--- src/jtb_pkg.sv ---
/*
 * Constants for the boundary-scan test access port: controller states,
 * instruction codes, register lengths and the boundary cell layout.
 * Assumes nothing of its surroundings.
 */
`default_nettype none
package jtb_pkg;
    // ****************************************************************
    // Controller states, one-hot
    // ****************************************************************
    typedef enum logic [15:0] {
        JTB_TLR  = 16'h0001,
        JTB_RTI  = 16'h0002,
        JTB_SDRS = 16'h0004,
        JTB_CDR  = 16'h0008,
        JTB_SDR  = 16'h0010,
        JTB_E1DR = 16'h0020,
        JTB_PDR  = 16'h0040,
        JTB_E2DR = 16'h0080,
        JTB_UDR  = 16'h0100,
        JTB_SIRS = 16'h0200,
        JTB_CIR  = 16'h0400,
        JTB_SIR  = 16'h0800,
        JTB_E1IR = 16'h1000,
        JTB_PIR  = 16'h2000,
        JTB_E2IR = 16'h4000,
        JTB_UIR  = 16'h8000
    } jtb_state_t;

    // ****************************************************************
    // Instruction register
    // ****************************************************************
    localparam int JTB_IR_W = 4;
    localparam logic [JTB_IR_W-1:0] JTB_OP_EXTEST = 4'h0;
    localparam logic [JTB_IR_W-1:0] JTB_OP_IDCODE = 4'h1;
    localparam logic [JTB_IR_W-1:0] JTB_OP_SAMPLE = 4'h2;
    localparam logic [JTB_IR_W-1:0] JTB_OP_HIGHZ = 4'h9;
    localparam logic [JTB_IR_W-1:0] JTB_OP_CLAMP = 4'hC;
    localparam logic [JTB_IR_W-1:0] JTB_OP_BYPASS = 4'hF;
    localparam logic [JTB_IR_W-1:0] JTB_IR_CAPTURE = 4'h1;

    // ****************************************************************
    // Data registers and boundary layout
    // ****************************************************************
    localparam int JTB_ID_W = 32;
    localparam logic [JTB_ID_W-1:0] JTB_IDCODE_DEF = 32'h0A5A_5001; // Arbitrary value
    localparam logic JTB_BYPASS_CAPTURE = 1'h0;
    localparam int JTB_N_OUT = 100;
    localparam int JTB_N_IN = 126;
    localparam int JTB_BS_LEN = 2 * JTB_N_OUT + JTB_N_IN;
endpackage
`default_nettype wire

--- src/jtb_tap.sv ---
/*
 * Boundary-scan test access port: controller, instruction register,
 * bypass, identification and boundary registers, pin drive muxing.
 * Assumes the tester's clock, mode and data lines are asynchronous to
 * i_clk, and that i_clk runs well over twice the tester clock rate.
 */
// Notes on behaviour
// - Sixteen-state controller sequences capture, shift, update
// - Instruction selects which data register is shifted
// - Bypass register is one single stage
// - Boundary register has 326 serial cells
// - 32-bit identification register shifts out serially
// - All pin cells form one chain
// - Test logic reset by i_sys_rst, otherwise independent of the system logic
// - Sample captures live pins without disturbing them
// - Extest drives pins from cells, captures inputs
// - Highz instruction turns all output drivers off
// - Clamp holds outputs at levels from cells
`default_nettype none
module jtb_tap
    import jtb_pkg::*;
#(
    parameter int N_OUT = jtb_pkg::JTB_N_OUT,
    parameter int N_IN = jtb_pkg::JTB_N_IN,
    parameter logic [jtb_pkg::JTB_ID_W-1:0] IDCODE = jtb_pkg::JTB_IDCODE_DEF
) (
    input wire logic i_clk,
    input wire logic i_sys_rst,
    input wire logic i_tck,
    input wire logic i_tms,
    input wire logic i_tdi,
    output logic o_tdo,
    output logic o_tdo_oe,
    input wire logic [N_OUT-1:0] i_sys_out,
    input wire logic [N_OUT-1:0] i_sys_oe,
    input wire logic [N_IN-1:0] i_pin_in,
    output logic [N_OUT-1:0] o_pin_out,
    output logic [N_OUT-1:0] o_pin_oe,
    output logic o_tap_reset
);
    import jtb_pkg::*;

    localparam int BS_LEN = 2 * N_OUT + N_IN;
    localparam int SYNC_W = 3 + N_IN;

    // ****************************************************************
    // Input synchronisers
    // ****************************************************************
    logic [SYNC_W-1:0] sync1_r;
    logic [SYNC_W-1:0] sync2_r;
    logic tck_d_r;

    always_ff @(posedge i_clk) begin
        if (i_sys_rst) begin
            sync1_r <= '0;
            sync2_r <= '0;
            tck_d_r <= 1'h0;
        end else begin
            sync1_r <= {i_pin_in, i_tdi, i_tms, i_tck};
            sync2_r <= sync1_r;
            tck_d_r <= sync2_r[0];
        end
    end

    wire tck_s = sync2_r[0];
    wire tms_s = sync2_r[1];
    wire tdi_s = sync2_r[2];
    wire [N_IN-1:0] pin_in_s = sync2_r[SYNC_W-1:3];
    wire tck_rise = tck_s & ~tck_d_r;
    wire tck_fall = ~tck_s & tck_d_r;

    // ****************************************************************
    // Controller
    // ****************************************************************
    jtb_state_t state_r;
    jtb_state_t state_nxt;

    always_comb begin
        case (state_r)
            JTB_TLR: state_nxt = tms_s ? JTB_TLR : JTB_RTI;
            JTB_RTI: state_nxt = tms_s ? JTB_SDRS : JTB_RTI;
            JTB_SDRS: state_nxt = tms_s ? JTB_SIRS : JTB_CDR;
            JTB_CDR: state_nxt = tms_s ? JTB_E1DR : JTB_SDR;
            JTB_SDR: state_nxt = tms_s ? JTB_E1DR : JTB_SDR;
            JTB_E1DR: state_nxt = tms_s ? JTB_UDR : JTB_PDR;
            JTB_PDR: state_nxt = tms_s ? JTB_E2DR : JTB_PDR;
            JTB_E2DR: state_nxt = tms_s ? JTB_UDR : JTB_SDR;
            JTB_UDR: state_nxt = tms_s ? JTB_SDRS : JTB_RTI;
            JTB_SIRS: state_nxt = tms_s ? JTB_TLR : JTB_CIR;
            JTB_CIR: state_nxt = tms_s ? JTB_E1IR : JTB_SIR;
            JTB_SIR: state_nxt = tms_s ? JTB_E1IR : JTB_SIR;
            JTB_E1IR: state_nxt = tms_s ? JTB_UIR : JTB_PIR;
            JTB_PIR: state_nxt = tms_s ? JTB_E2IR : JTB_PIR;
            JTB_E2IR: state_nxt = tms_s ? JTB_UIR : JTB_SIR;
            JTB_UIR: state_nxt = tms_s ? JTB_SDRS : JTB_RTI;
            default: state_nxt = JTB_TLR;
        endcase
    end

    // Reset by i_sys_rst; otherwise moves only on test clock rising edges
    always_ff @(posedge i_clk) begin
        if (i_sys_rst) begin
            state_r <= JTB_TLR;
        end else if (tck_rise) begin
            state_r <= state_nxt;
        end
    end

    // ****************************************************************
    // Instruction decode and register select
    // ****************************************************************
    logic [JTB_IR_W-1:0] ir_sh_r;
    logic [JTB_IR_W-1:0] ir_r;

    wire op_extest = (ir_r == JTB_OP_EXTEST);
    wire op_sample = (ir_r == JTB_OP_SAMPLE);
    wire op_idcode = (ir_r == JTB_OP_IDCODE);
    wire op_highz = (ir_r == JTB_OP_HIGHZ);
    wire op_clamp = (ir_r == JTB_OP_CLAMP);
    wire sel_bs = op_extest | op_sample;
    wire sel_id = op_idcode;
    wire sel_byp = ~sel_bs & ~sel_id;

    wire cap_ir = tck_rise & (state_r == JTB_CIR);
    wire sh_ir = tck_rise & (state_r == JTB_SIR);
    wire upd_ir = tck_fall & (state_r == JTB_UIR);
    wire cap_dr = tck_rise & (state_r == JTB_CDR);
    wire sh_dr = tck_rise & (state_r == JTB_SDR);
    wire upd_dr = tck_fall & (state_r == JTB_UDR);
    wire in_tlr = (state_r == JTB_TLR);

    // ****************************************************************
    // Instruction register
    // ****************************************************************
    always_ff @(posedge i_clk) begin
        if (i_sys_rst) begin
            ir_sh_r <= JTB_IR_CAPTURE;
            ir_r <= JTB_OP_IDCODE;
        end else begin
            if (cap_ir) begin
                ir_sh_r <= JTB_IR_CAPTURE;
            end else if (sh_ir) begin
                ir_sh_r <= {tdi_s, ir_sh_r[JTB_IR_W-1:1]};
            end
            if (in_tlr) begin
                ir_r <= JTB_OP_IDCODE;
            end else if (upd_ir) begin
                ir_r <= ir_sh_r;
            end
        end
    end

    // ****************************************************************
    // Data registers
    // ****************************************************************
    logic byp_r;
    logic [JTB_ID_W-1:0] id_r;
    logic [BS_LEN-1:0] bs_r;
    logic [BS_LEN-1:0] bsu_r;

    // Output data cells low, then enable cells, then input cells
    wire [BS_LEN-1:0] bs_cap = {pin_in_s, o_pin_oe, o_pin_out};

    always_ff @(posedge i_clk) begin
        if (i_sys_rst) begin
            byp_r <= JTB_BYPASS_CAPTURE;
            id_r <= IDCODE;
        end else begin
            if (cap_dr & sel_byp) begin
                byp_r <= JTB_BYPASS_CAPTURE;
            end else if (sh_dr & sel_byp) begin
                byp_r <= tdi_s;
            end
            if (cap_dr & sel_id) begin
                id_r <= IDCODE;
            end else if (sh_dr & sel_id) begin
                id_r <= {tdi_s, id_r[JTB_ID_W-1:1]};
            end
        end
    end

    always_ff @(posedge i_clk) begin
        if (i_sys_rst) begin
            bs_r <= '0;
            bsu_r <= '0;
        end else begin
            if (cap_dr & sel_bs) begin
                bs_r <= bs_cap;
            end else if (sh_dr & sel_bs) begin
                bs_r <= {tdi_s, bs_r[BS_LEN-1:1]};
            end
            if (upd_dr & sel_bs) begin
                bsu_r <= bs_r;
            end
        end
    end

    // ****************************************************************
    // Serial output, changed on the falling test clock
    // ****************************************************************
    wire in_shift = (state_r == JTB_SDR) | (state_r == JTB_SIR);
    wire dr_bit = sel_bs ? bs_r[0] : (sel_id ? id_r[0] : byp_r);
    wire tdo_nxt = (state_r == JTB_SIR) ? ir_sh_r[0] : dr_bit;

    always_ff @(posedge i_clk) begin
        if (i_sys_rst) begin
            o_tdo <= 1'h0;
            o_tdo_oe <= 1'h0;
        end else if (tck_fall) begin
            o_tdo <= tdo_nxt;
            o_tdo_oe <= in_shift;
        end
    end

    // ****************************************************************
    // Pin drive
    // ****************************************************************
    wire pins_from_cells = op_extest | op_clamp;
    wire [N_OUT-1:0] pin_out_nxt = pins_from_cells ? bsu_r[N_OUT-1:0] : i_sys_out;
    wire [N_OUT-1:0] pin_oe_cell = pins_from_cells ? bsu_r[2*N_OUT-1:N_OUT] : i_sys_oe;
    wire [N_OUT-1:0] pin_oe_nxt = op_highz ? '0 : pin_oe_cell;

    always_ff @(posedge i_clk) begin
        if (i_sys_rst) begin
            o_pin_out <= '0;
            o_pin_oe <= '0;
            o_tap_reset <= 1'h1;
        end else begin
            o_pin_out <= pin_out_nxt;
            o_pin_oe <= pin_oe_nxt;
            o_tap_reset <= in_tlr;
        end
    end
endmodule // jtb_tap
`default_nettype wire

--- config.mk ---
export PLATFORM = sky130hd
export DESIGN_NAME = jtb_tap
export DESIGN_NICKNAME = d
export VERILOG_FILES = /design/src/jtb_pkg.sv /design/src/jtb_tap.sv
export SDC_FILE = /design/constraint.sdc
export NUM_CORES = 2
export LEC_CHECK = 0
export ABC_CLOCK_PERIOD_IN_PS = 2800
export BUFFER_PORTS_ARGS = -buffer_cell sky130_fd_sc_hd__buf_2
export CAP_MARGIN = 20
export CORE_MARGIN = 4
export CORE_UTILIZATION = 57
export DETAILED_ROUTE_END_ITERATION = 7
export GPL_TIMING_DRIVEN = 0
export PLACE_DENSITY = 0.79
export SLEW_MARGIN = 20
export SYNTH_ARGS = -nofsm -noshare
export SYNTH_HDL_FRONTEND = slang
export SYNTH_SLANG_ARGS = --single-unit
--- constraint.sdc ---
create_clock -name i_clk -period 2.8 [get_ports i_clk]
set_input_delay 0 -clock i_clk [delete_from_list [all_inputs] [get_ports i_clk]]
set_output_delay 0 -clock i_clk [all_outputs]
set_load 0.01 [all_outputs]
======== Word-level counts from Yosys, hierarchy flattened ========
Index checks and enable logic that the tools add are counted.
word-level totals
  flip-flop bits (word level) ............. 1045
  latch bits .............................. 0
  memory bits (writable) .................. 0
  memory bits (read-only) ................. 0
  input port bits ......................... 331
  output and inout bits ................... 203
  logic and storage cells ................. 88
  memories ................................ 0
cells by class
  $add $sub $neg .......................... 0
  multipliers ............................. 0
  div/mod/pow operators ................... 0
  order comparisons ....................... 0
  eq/ne operators ......................... 20
  shift operators ......................... 0
  muxes and demuxes ....................... 20
  bitwise logic cells ..................... 23
  reductions and logical operators ........ 10
operators by type and width
  cell                                                    count
  2-to-1 mux 326 bit                                      2
  2-to-1 mux 100 bit                                      2
  one-hot mux 16 bit (12 select lines)                    1
  2-to-1 mux 16 bit                                       2
  2-to-1 mux 9 bit                                        2
  bitwise AND 1 bit                                       16
  equality test 16 x 1 -> 1 bit (second input constant)   1
  equality test 16 x 10 -> 1 bit (second input constant)  1
  equality test 16 x 11 -> 1 bit (second input constant)  1
  equality test 16 x 12 -> 1 bit (second input constant)  1
  equality test 16 x 13 -> 1 bit (second input constant)  1
  equality test 16 x 14 -> 1 bit (second input constant)  1
  equality test 16 x 15 -> 1 bit (second input constant)  1
  equality test 16 bit (second input constant)            1
  equality test 16 x 2 -> 1 bit (second input constant)   1
  equality test 16 x 3 -> 1 bit (second input constant)   1
  equality test 16 x 4 -> 1 bit (second input constant)   1
  equality test 16 x 5 -> 1 bit (second input constant)   1
  equality test 16 x 6 -> 1 bit (second input constant)   1
  equality test 16 x 7 -> 1 bit (second input constant)   1
  equality test 16 x 8 -> 1 bit (second input constant)   1
  equality test 16 x 9 -> 1 bit (second input constant)   1
  2-to-1 mux 15 bit                                       1
  OR reduction 2 bit                                      7
  16 further kinds                                        24

======== Depth between registers and ports, before layout ========
  word-level depth ........................ 6
  depth in mapped cells ................... 10

======== Least setup slack after synthesis ========
Ideal clock, no wire load.
  path kind ............................... register to register
  start point ............................. register state_r[4]
  end point ............................... register bsu_r[199]
  setup time .............................. 0.132 ns
  arrival ................................. 1.948 ns
  data required time ...................... 2.668 ns
  slack ................................... 0.720 ns
  stages on the path, launching flop included .. 9
  period minus slack after synthesis ...... 2.080 ns
  path through ............................ dfxtp_1 -> clkbuf_1 -> nor4_4 -> nand2_1 -> or3_1 -> clkbuf_1 -> buf_2 -> nand2_1 -> a21oi_1
on the way
  longest elaborated chain between the ends .. 3
RTL lines
  what                           line            RTL
  start: declaration             jtb_tap.sv:75   jtb_state_t state_r;
  start signal: assignment       jtb_tap.sv:105  state_r <= state_nxt;
  equality test 16 x 9 -> 1 bit  jtb_tap.sv:129  wire upd_dr = tck_fall & (state_r == JTB_UDR);
  bitwise AND 1 bit              jtb_tap.sv:129
  bitwise AND 1 bit              jtb_tap.sv:192  if (upd_dr & sel_bs) begin
  end signal: assignment         jtb_tap.sv:193  bsu_r <= bs_r;
  end: declaration               jtb_tap.sv:159  logic [BS_LEN-1:0] bsu_r;
No other way between the ends.
A chain may end at the register's enable or synchronous reset.

======== Worst setup path in the final report ========
  start point ............................. register state_r[3]
  end point ............................... register bs_r[216]
on the way
  longest elaborated chain between the ends .. 4
  elaborated cells on any way between the ends .. 8
  those cells by class .................... eq/ne (2); mux (1); bitwise (4); reduce/logical (1)
RTL lines
  what                                                                            line                            RTL
  equality test 16 x 4 -> 1 bit or equality test 16 x 5 -> 1 bit (tied branches)  jtb_tap.sv:127, jtb_tap.sv:128
  bitwise AND 1 bit (on tied branches)                                            jtb_tap.sv:127, jtb_tap.sv:128
  bitwise AND 1 bit (on tied branches)                                            jtb_tap.sv:187, jtb_tap.sv:189
  2-to-1 mux 326 bit or nonzero test 2 bit (tied branches)                        -
  end signal: assignment                                                          jtb_tap.sv:188                  bs_r <= bs_cap;
  end signal: assignment                                                          jtb_tap.sv:190                  bs_r <= {tdi_s, bs_r[BS_LEN-1:1]};
  end: declaration                                                                jtb_tap.sv:158                  logic [BS_LEN-1:0] bs_r;
Several ways; a longest one is shown, not always the timed one.

==> run summary <==
From bottom edge to top edge, the die measures 264 µm. For the half-perimeter wire length after detailed placement, the log shows 74300 µm. The post-layout instance count excluding filler cells was 6038.

The clock edge transition at the registers on the reported setup and hold paths was 0.06 ns; the delay contributed by the slowest stage of the critical path was 0.43 ns. In the final routing, the length of wire on met1 measures 46700 µm. The number of nets in the synthesized netlist is 4455.

The cell taking the most area after synthesis was dfxtp_1. The logs give 55.9% for the proportion of synthesized chip area in sequential cells and 3.32 ns for the arrival time at the worst endpoint. Ranked by instance count, the synthesized netlist is headed by nand2_1 (1208), dfxtp_1 (1045), a21oi_1 (435), o22ai_1 (327), nor2b_1 (267). For the violation count after the first detailed-route iteration, the log shows 3165.

TritonCTS built the clock tree. The depth of the most critical reg-to-reg path works out to 8. Floorplan die area: 69800 µm².

After global routing the overflow that remains totals 0. Class of the tightest hold or removal check: input pin to register. The largest driver fanout on the critical path came out at 10. Entering global routing, the biggest net connects 15 pins. Using the TritonRoute via totals, the vias-per-cell ratio works out to 5.69.

The average routed wire per standard cell came out at 19.7 µm. Counting the fill cells in the layout gives 4380. The worst pin sits at a relative slew slack of 24.8%. The tools report the count of endpoints failing hold in the final timing report as 0. The synthesis-to-layout area growth works out to 28.2%.

For the deepest clock path buffer count, the log shows 3. The pre-antenna-repair detailed-routing pass consisted of 6 iterations. VDD sags by at most 573 µV.

The placeable core area was 64700 µm². Clock skew on the completed layout was measured at 0.0269 ns. Global routing used 32.4% of the available tracks. Derived from the worst setup path, the maximum achievable clock frequency is 364 MHz. The finished cells cover 47900 µm².

The final weighted congestion in routability-driven placement is 0.917, and the leakage component of the power is 20.7 nW. Internal power comes to 24.0 mW. Setup repair after global routing could not meet its margin everywhere. The site row count came out at 93. After detailed routing, the number of remaining DRC violations is 0.

Pin placement for this block handled 534 I/O pins. For the number of antenna violations at the first check in global routing, the log shows 13. The master of the slowest instance on the critical path is clkbuf_2.

For the TritonCTS buffer count, the log shows 101. The worst setup path is of the register to register kind. The routed layout has 34.3k vias. Traced cell by cell, the critical path runs through clkbuf_1 > nor4_4 > nand3_1 > buf_2 > clkbuf_2 > buf_1 > o22ai_1 > a22oi_2.

The Yosys step of the flow raised 0 warnings. The run finished with clean final reports. In this run the power density over the cells is 643 nW/µm². The run gives 34.1k as the via count of the first global-routing pass. During placement, the flow inserted port buffers numbering 532.

The highest layer touched by signal routing is met5. In this run, synthesis inferred 0 flip-flops with an integrated enable. The share of async-settable or async-resettable flops after synthesis was 0%. The leading register cell type out of synthesis was dfxtp_1. Summed over all nets, the switching power comes to 6.82 mW. The critical path endpoint category is a register.

Counting instances, the worst hold path has a depth of 3. The transition at the pin with the smallest max-transition slack works out to 1.13 ns. The portion of total power attributed to the clock network is 45.0%.

After detailed placement, the design holds a cell count of 5511. The wire length of the first global-routing pass was 184000 µm; the final count of pins violating max slew was 0. The synthesized netlist occupies a cell area of 37400 µm². The horizontal extent of the die is 264 µm, and the total number of H-tree levels is 3. For the final worst hold slack, the log shows 0.0780 ns. Wire segments on met3 add up to 8770 µm in the final route.

CTS placed an instance of clkbuf_16 at the clock tree root. The worst path needs 2.75 ns of the cycle, external delays included. Setup violations remaining at the end of the flow were counted as 0.

For the total clock sinks, the log shows 1045. Once the floorplan was initialized, standard cells occupied 57.8% of the core. The ratio of cells with drive above 1 in the final layout came out at 20.1%. Startpoint kind of the worst setup timing path: a register. Per report_power, the combinational group accounts for 5.1% of the total. The standard cell area after detailed placement was 41100 µm²; the top-area cell type share of the netlist area was 55.9%. The max-capacitance violation count is 0, and the post-synthesis register bit count is 1045.

The fraction of the cycle the final worst path needs was 98.1%; the net count of the finished layout was 5422. The run gives 119000 µm as the overall routed net length. In this run, flip-flops and latches consume 49.9% of the power.

Each instance of the synthesized netlist takes up on average 9.07 µm². Synthesis handed over a netlist of 4124 instances. After detailed routing, the met2 layer carries 56800 µm of wire.

The run gives 0 as the number of nets with antenna violations after detailed routing. By area the synthesized netlist is led by dfxtp_1 (56%), nand2_1 (12%), a22oi_2 (6.4%). The later pin in the worst-skew pair is clocked with a latency of 0.65 ns.

In the post-synthesis netlist, the cell with the most instances is nand2_1. The logs give 53 for the number of distinct library cells after synthesis and 3.37 ns for the required time of the worst setup path. Net switching is 22.1% of the power.
-- cell families (layout without fill, tap and decap cells) --
group | count (synthesis) | in the layout | synth area share (%)
compound gates | 1132 | 1132 | 21.2
buf+inv | 374 | 1423 | 4.63
xor+xnor | 5 | 5 | 0.117
other cells | 0 | 10 | 0
mux | 3 | 3 | 0.0803
flops | 1045 | 1045 | 55.9
simple gates | 1565 | 1565 | 18.0
-- layout by cell type (no fill, tap or decap), types with 5 or more instances in the layout --
| master | netlist | routed |
|---|---|---|
| nor4_1 | 6 | 5 |
| diode_2 | 0 | 10 |
| buf_2 | 69 | 598 |
| nor2_1 | 29 | 29 |
| buf_4 | 20 | 23 |
| nand4_1 | 5 | 5 |
| nor3_1 | 6 | 6 |
| inv_1 | 5 | 5 |
| o21ai_0 | 15 | 15 |
| a21oi_1 | 435 | 435 |
| dlygate4sd3_1 | 0 | 329 |
| nand3_1 | 16 | 16 |
| clkbuf_4 | 0 | 5 |
| buf_6 | 22 | 22 |
| clkbuf_16 | 0 | 102 |
| clkbuf_8 | 0 | 27 |
| a22oi_2 | 190 | 190 |
| bufinv_16 | 0 | 7 |
| nor2b_1 | 267 | 267 |
| a22oi_1 | 143 | 143 |
| clkinv_2 | 0 | 24 |
| o22ai_1 | 327 | 327 |
| clkbuf_2 | 0 | 23 |
| nand2_1 | 1208 | 1208 |
| buf_1 | 10 | 13 |
| dfxtp_1 | 1045 | 1045 |
| clkbuf_1 | 247 | 237 |
-- path summary, 6_finish.rpt --
check              start           to  slack (ns)
min            i_sys_rst     id_r[31]        0.08
min reg2reg  sync1_r[74]  sync2_r[74]        0.42
max reg2reg   state_r[3]    bs_r[216]        0.05
max           state_r[3]    bs_r[216]        0.05
-- power groups by stage --
stage / clock network [mW] / logic (mW) / registers, mW
floorplan: 0 / 0.449 / 15.7
global placement: 0 / 1.13 / 15.7
detailed placement: 0 / 1.14 / 15.7
CTS: 13.9 / 1.52 / 15.4
global route: 14.5 / 1.69 / 15.4
finish: 13.9 / 1.59 / 15.4
-- area by class of cell --
cell class                 instances  area [µm²]  share of cell area, %
buffer                           368        1750                   3.65
antenna                           10        25.0                 0.0522
clock inverter                    38         407                  0.848
inverter                           6        22.5                 0.0470
sequential                      1045       20900                   43.6
multi-input combinational       2705       14800                   30.8
tap                              855        1070                   2.23
timing repair buffer             864        5980                   12.5
clock buffer                     147        2990                   6.24
-- through the flow --
stage / TNS, ns / worst slack [ns] / util [%] / power, mW
floorplan: 0 / 0.720 / - / 16.2
global placement: -7.43 / -0.128 / 63.6 / 16.8
detailed placement: -22.09 / -0.158 / 63.6 / 16.8
CTS: 0 / 0.00129 / 73.9 / 30.8
global route: -2.65 / -0.0933 / 74.1 / 31.6
finish: 0 / 0.0521 / 74.1 / 30.8
-- critical path: cells and delay by family, from the launching register on --
kind | cells | cell delay (ns)
buf+inv | 4 | 1.68
compound gates | 2 | 0.43
flops | 1 | 0.30
simple gates | 2 | 0.25
-- per-layer routing --
layer | track usage [%] | vias up
met1 | 40.2 | 16200
met2 | 54.3 | 1598
li1 | - | 16100
met5 | 0 | -
met3 | 6.29 | 413
met4 | 15.8 | 4
-- flip-flops by register name, summed over array words and instances (netlist names), 4 cells and up --
name / cells
bs_r: 326
bsu_r: 200
sync1_r: 129
sync2_r: 129
o_pin_oe: 100
o_pin_out: 100
id_r: 32
state_r: 16
ir_r: 4
ir_sh_r: 4
-- timing repair --
| action | CTS | global route |
|---|---|---|
| endpoints found under the hold margin | 329 | 0 |
| setup buffers | 0 | 3 |
| pin swaps | 1 | 1 |
| gates resized for setup | 7 | 50 |
| hold buffers | 329 | 0 |
| setup endpoints to repair | 321 | 451 |
No activity file was read; power rests on OpenSTA's default activity.
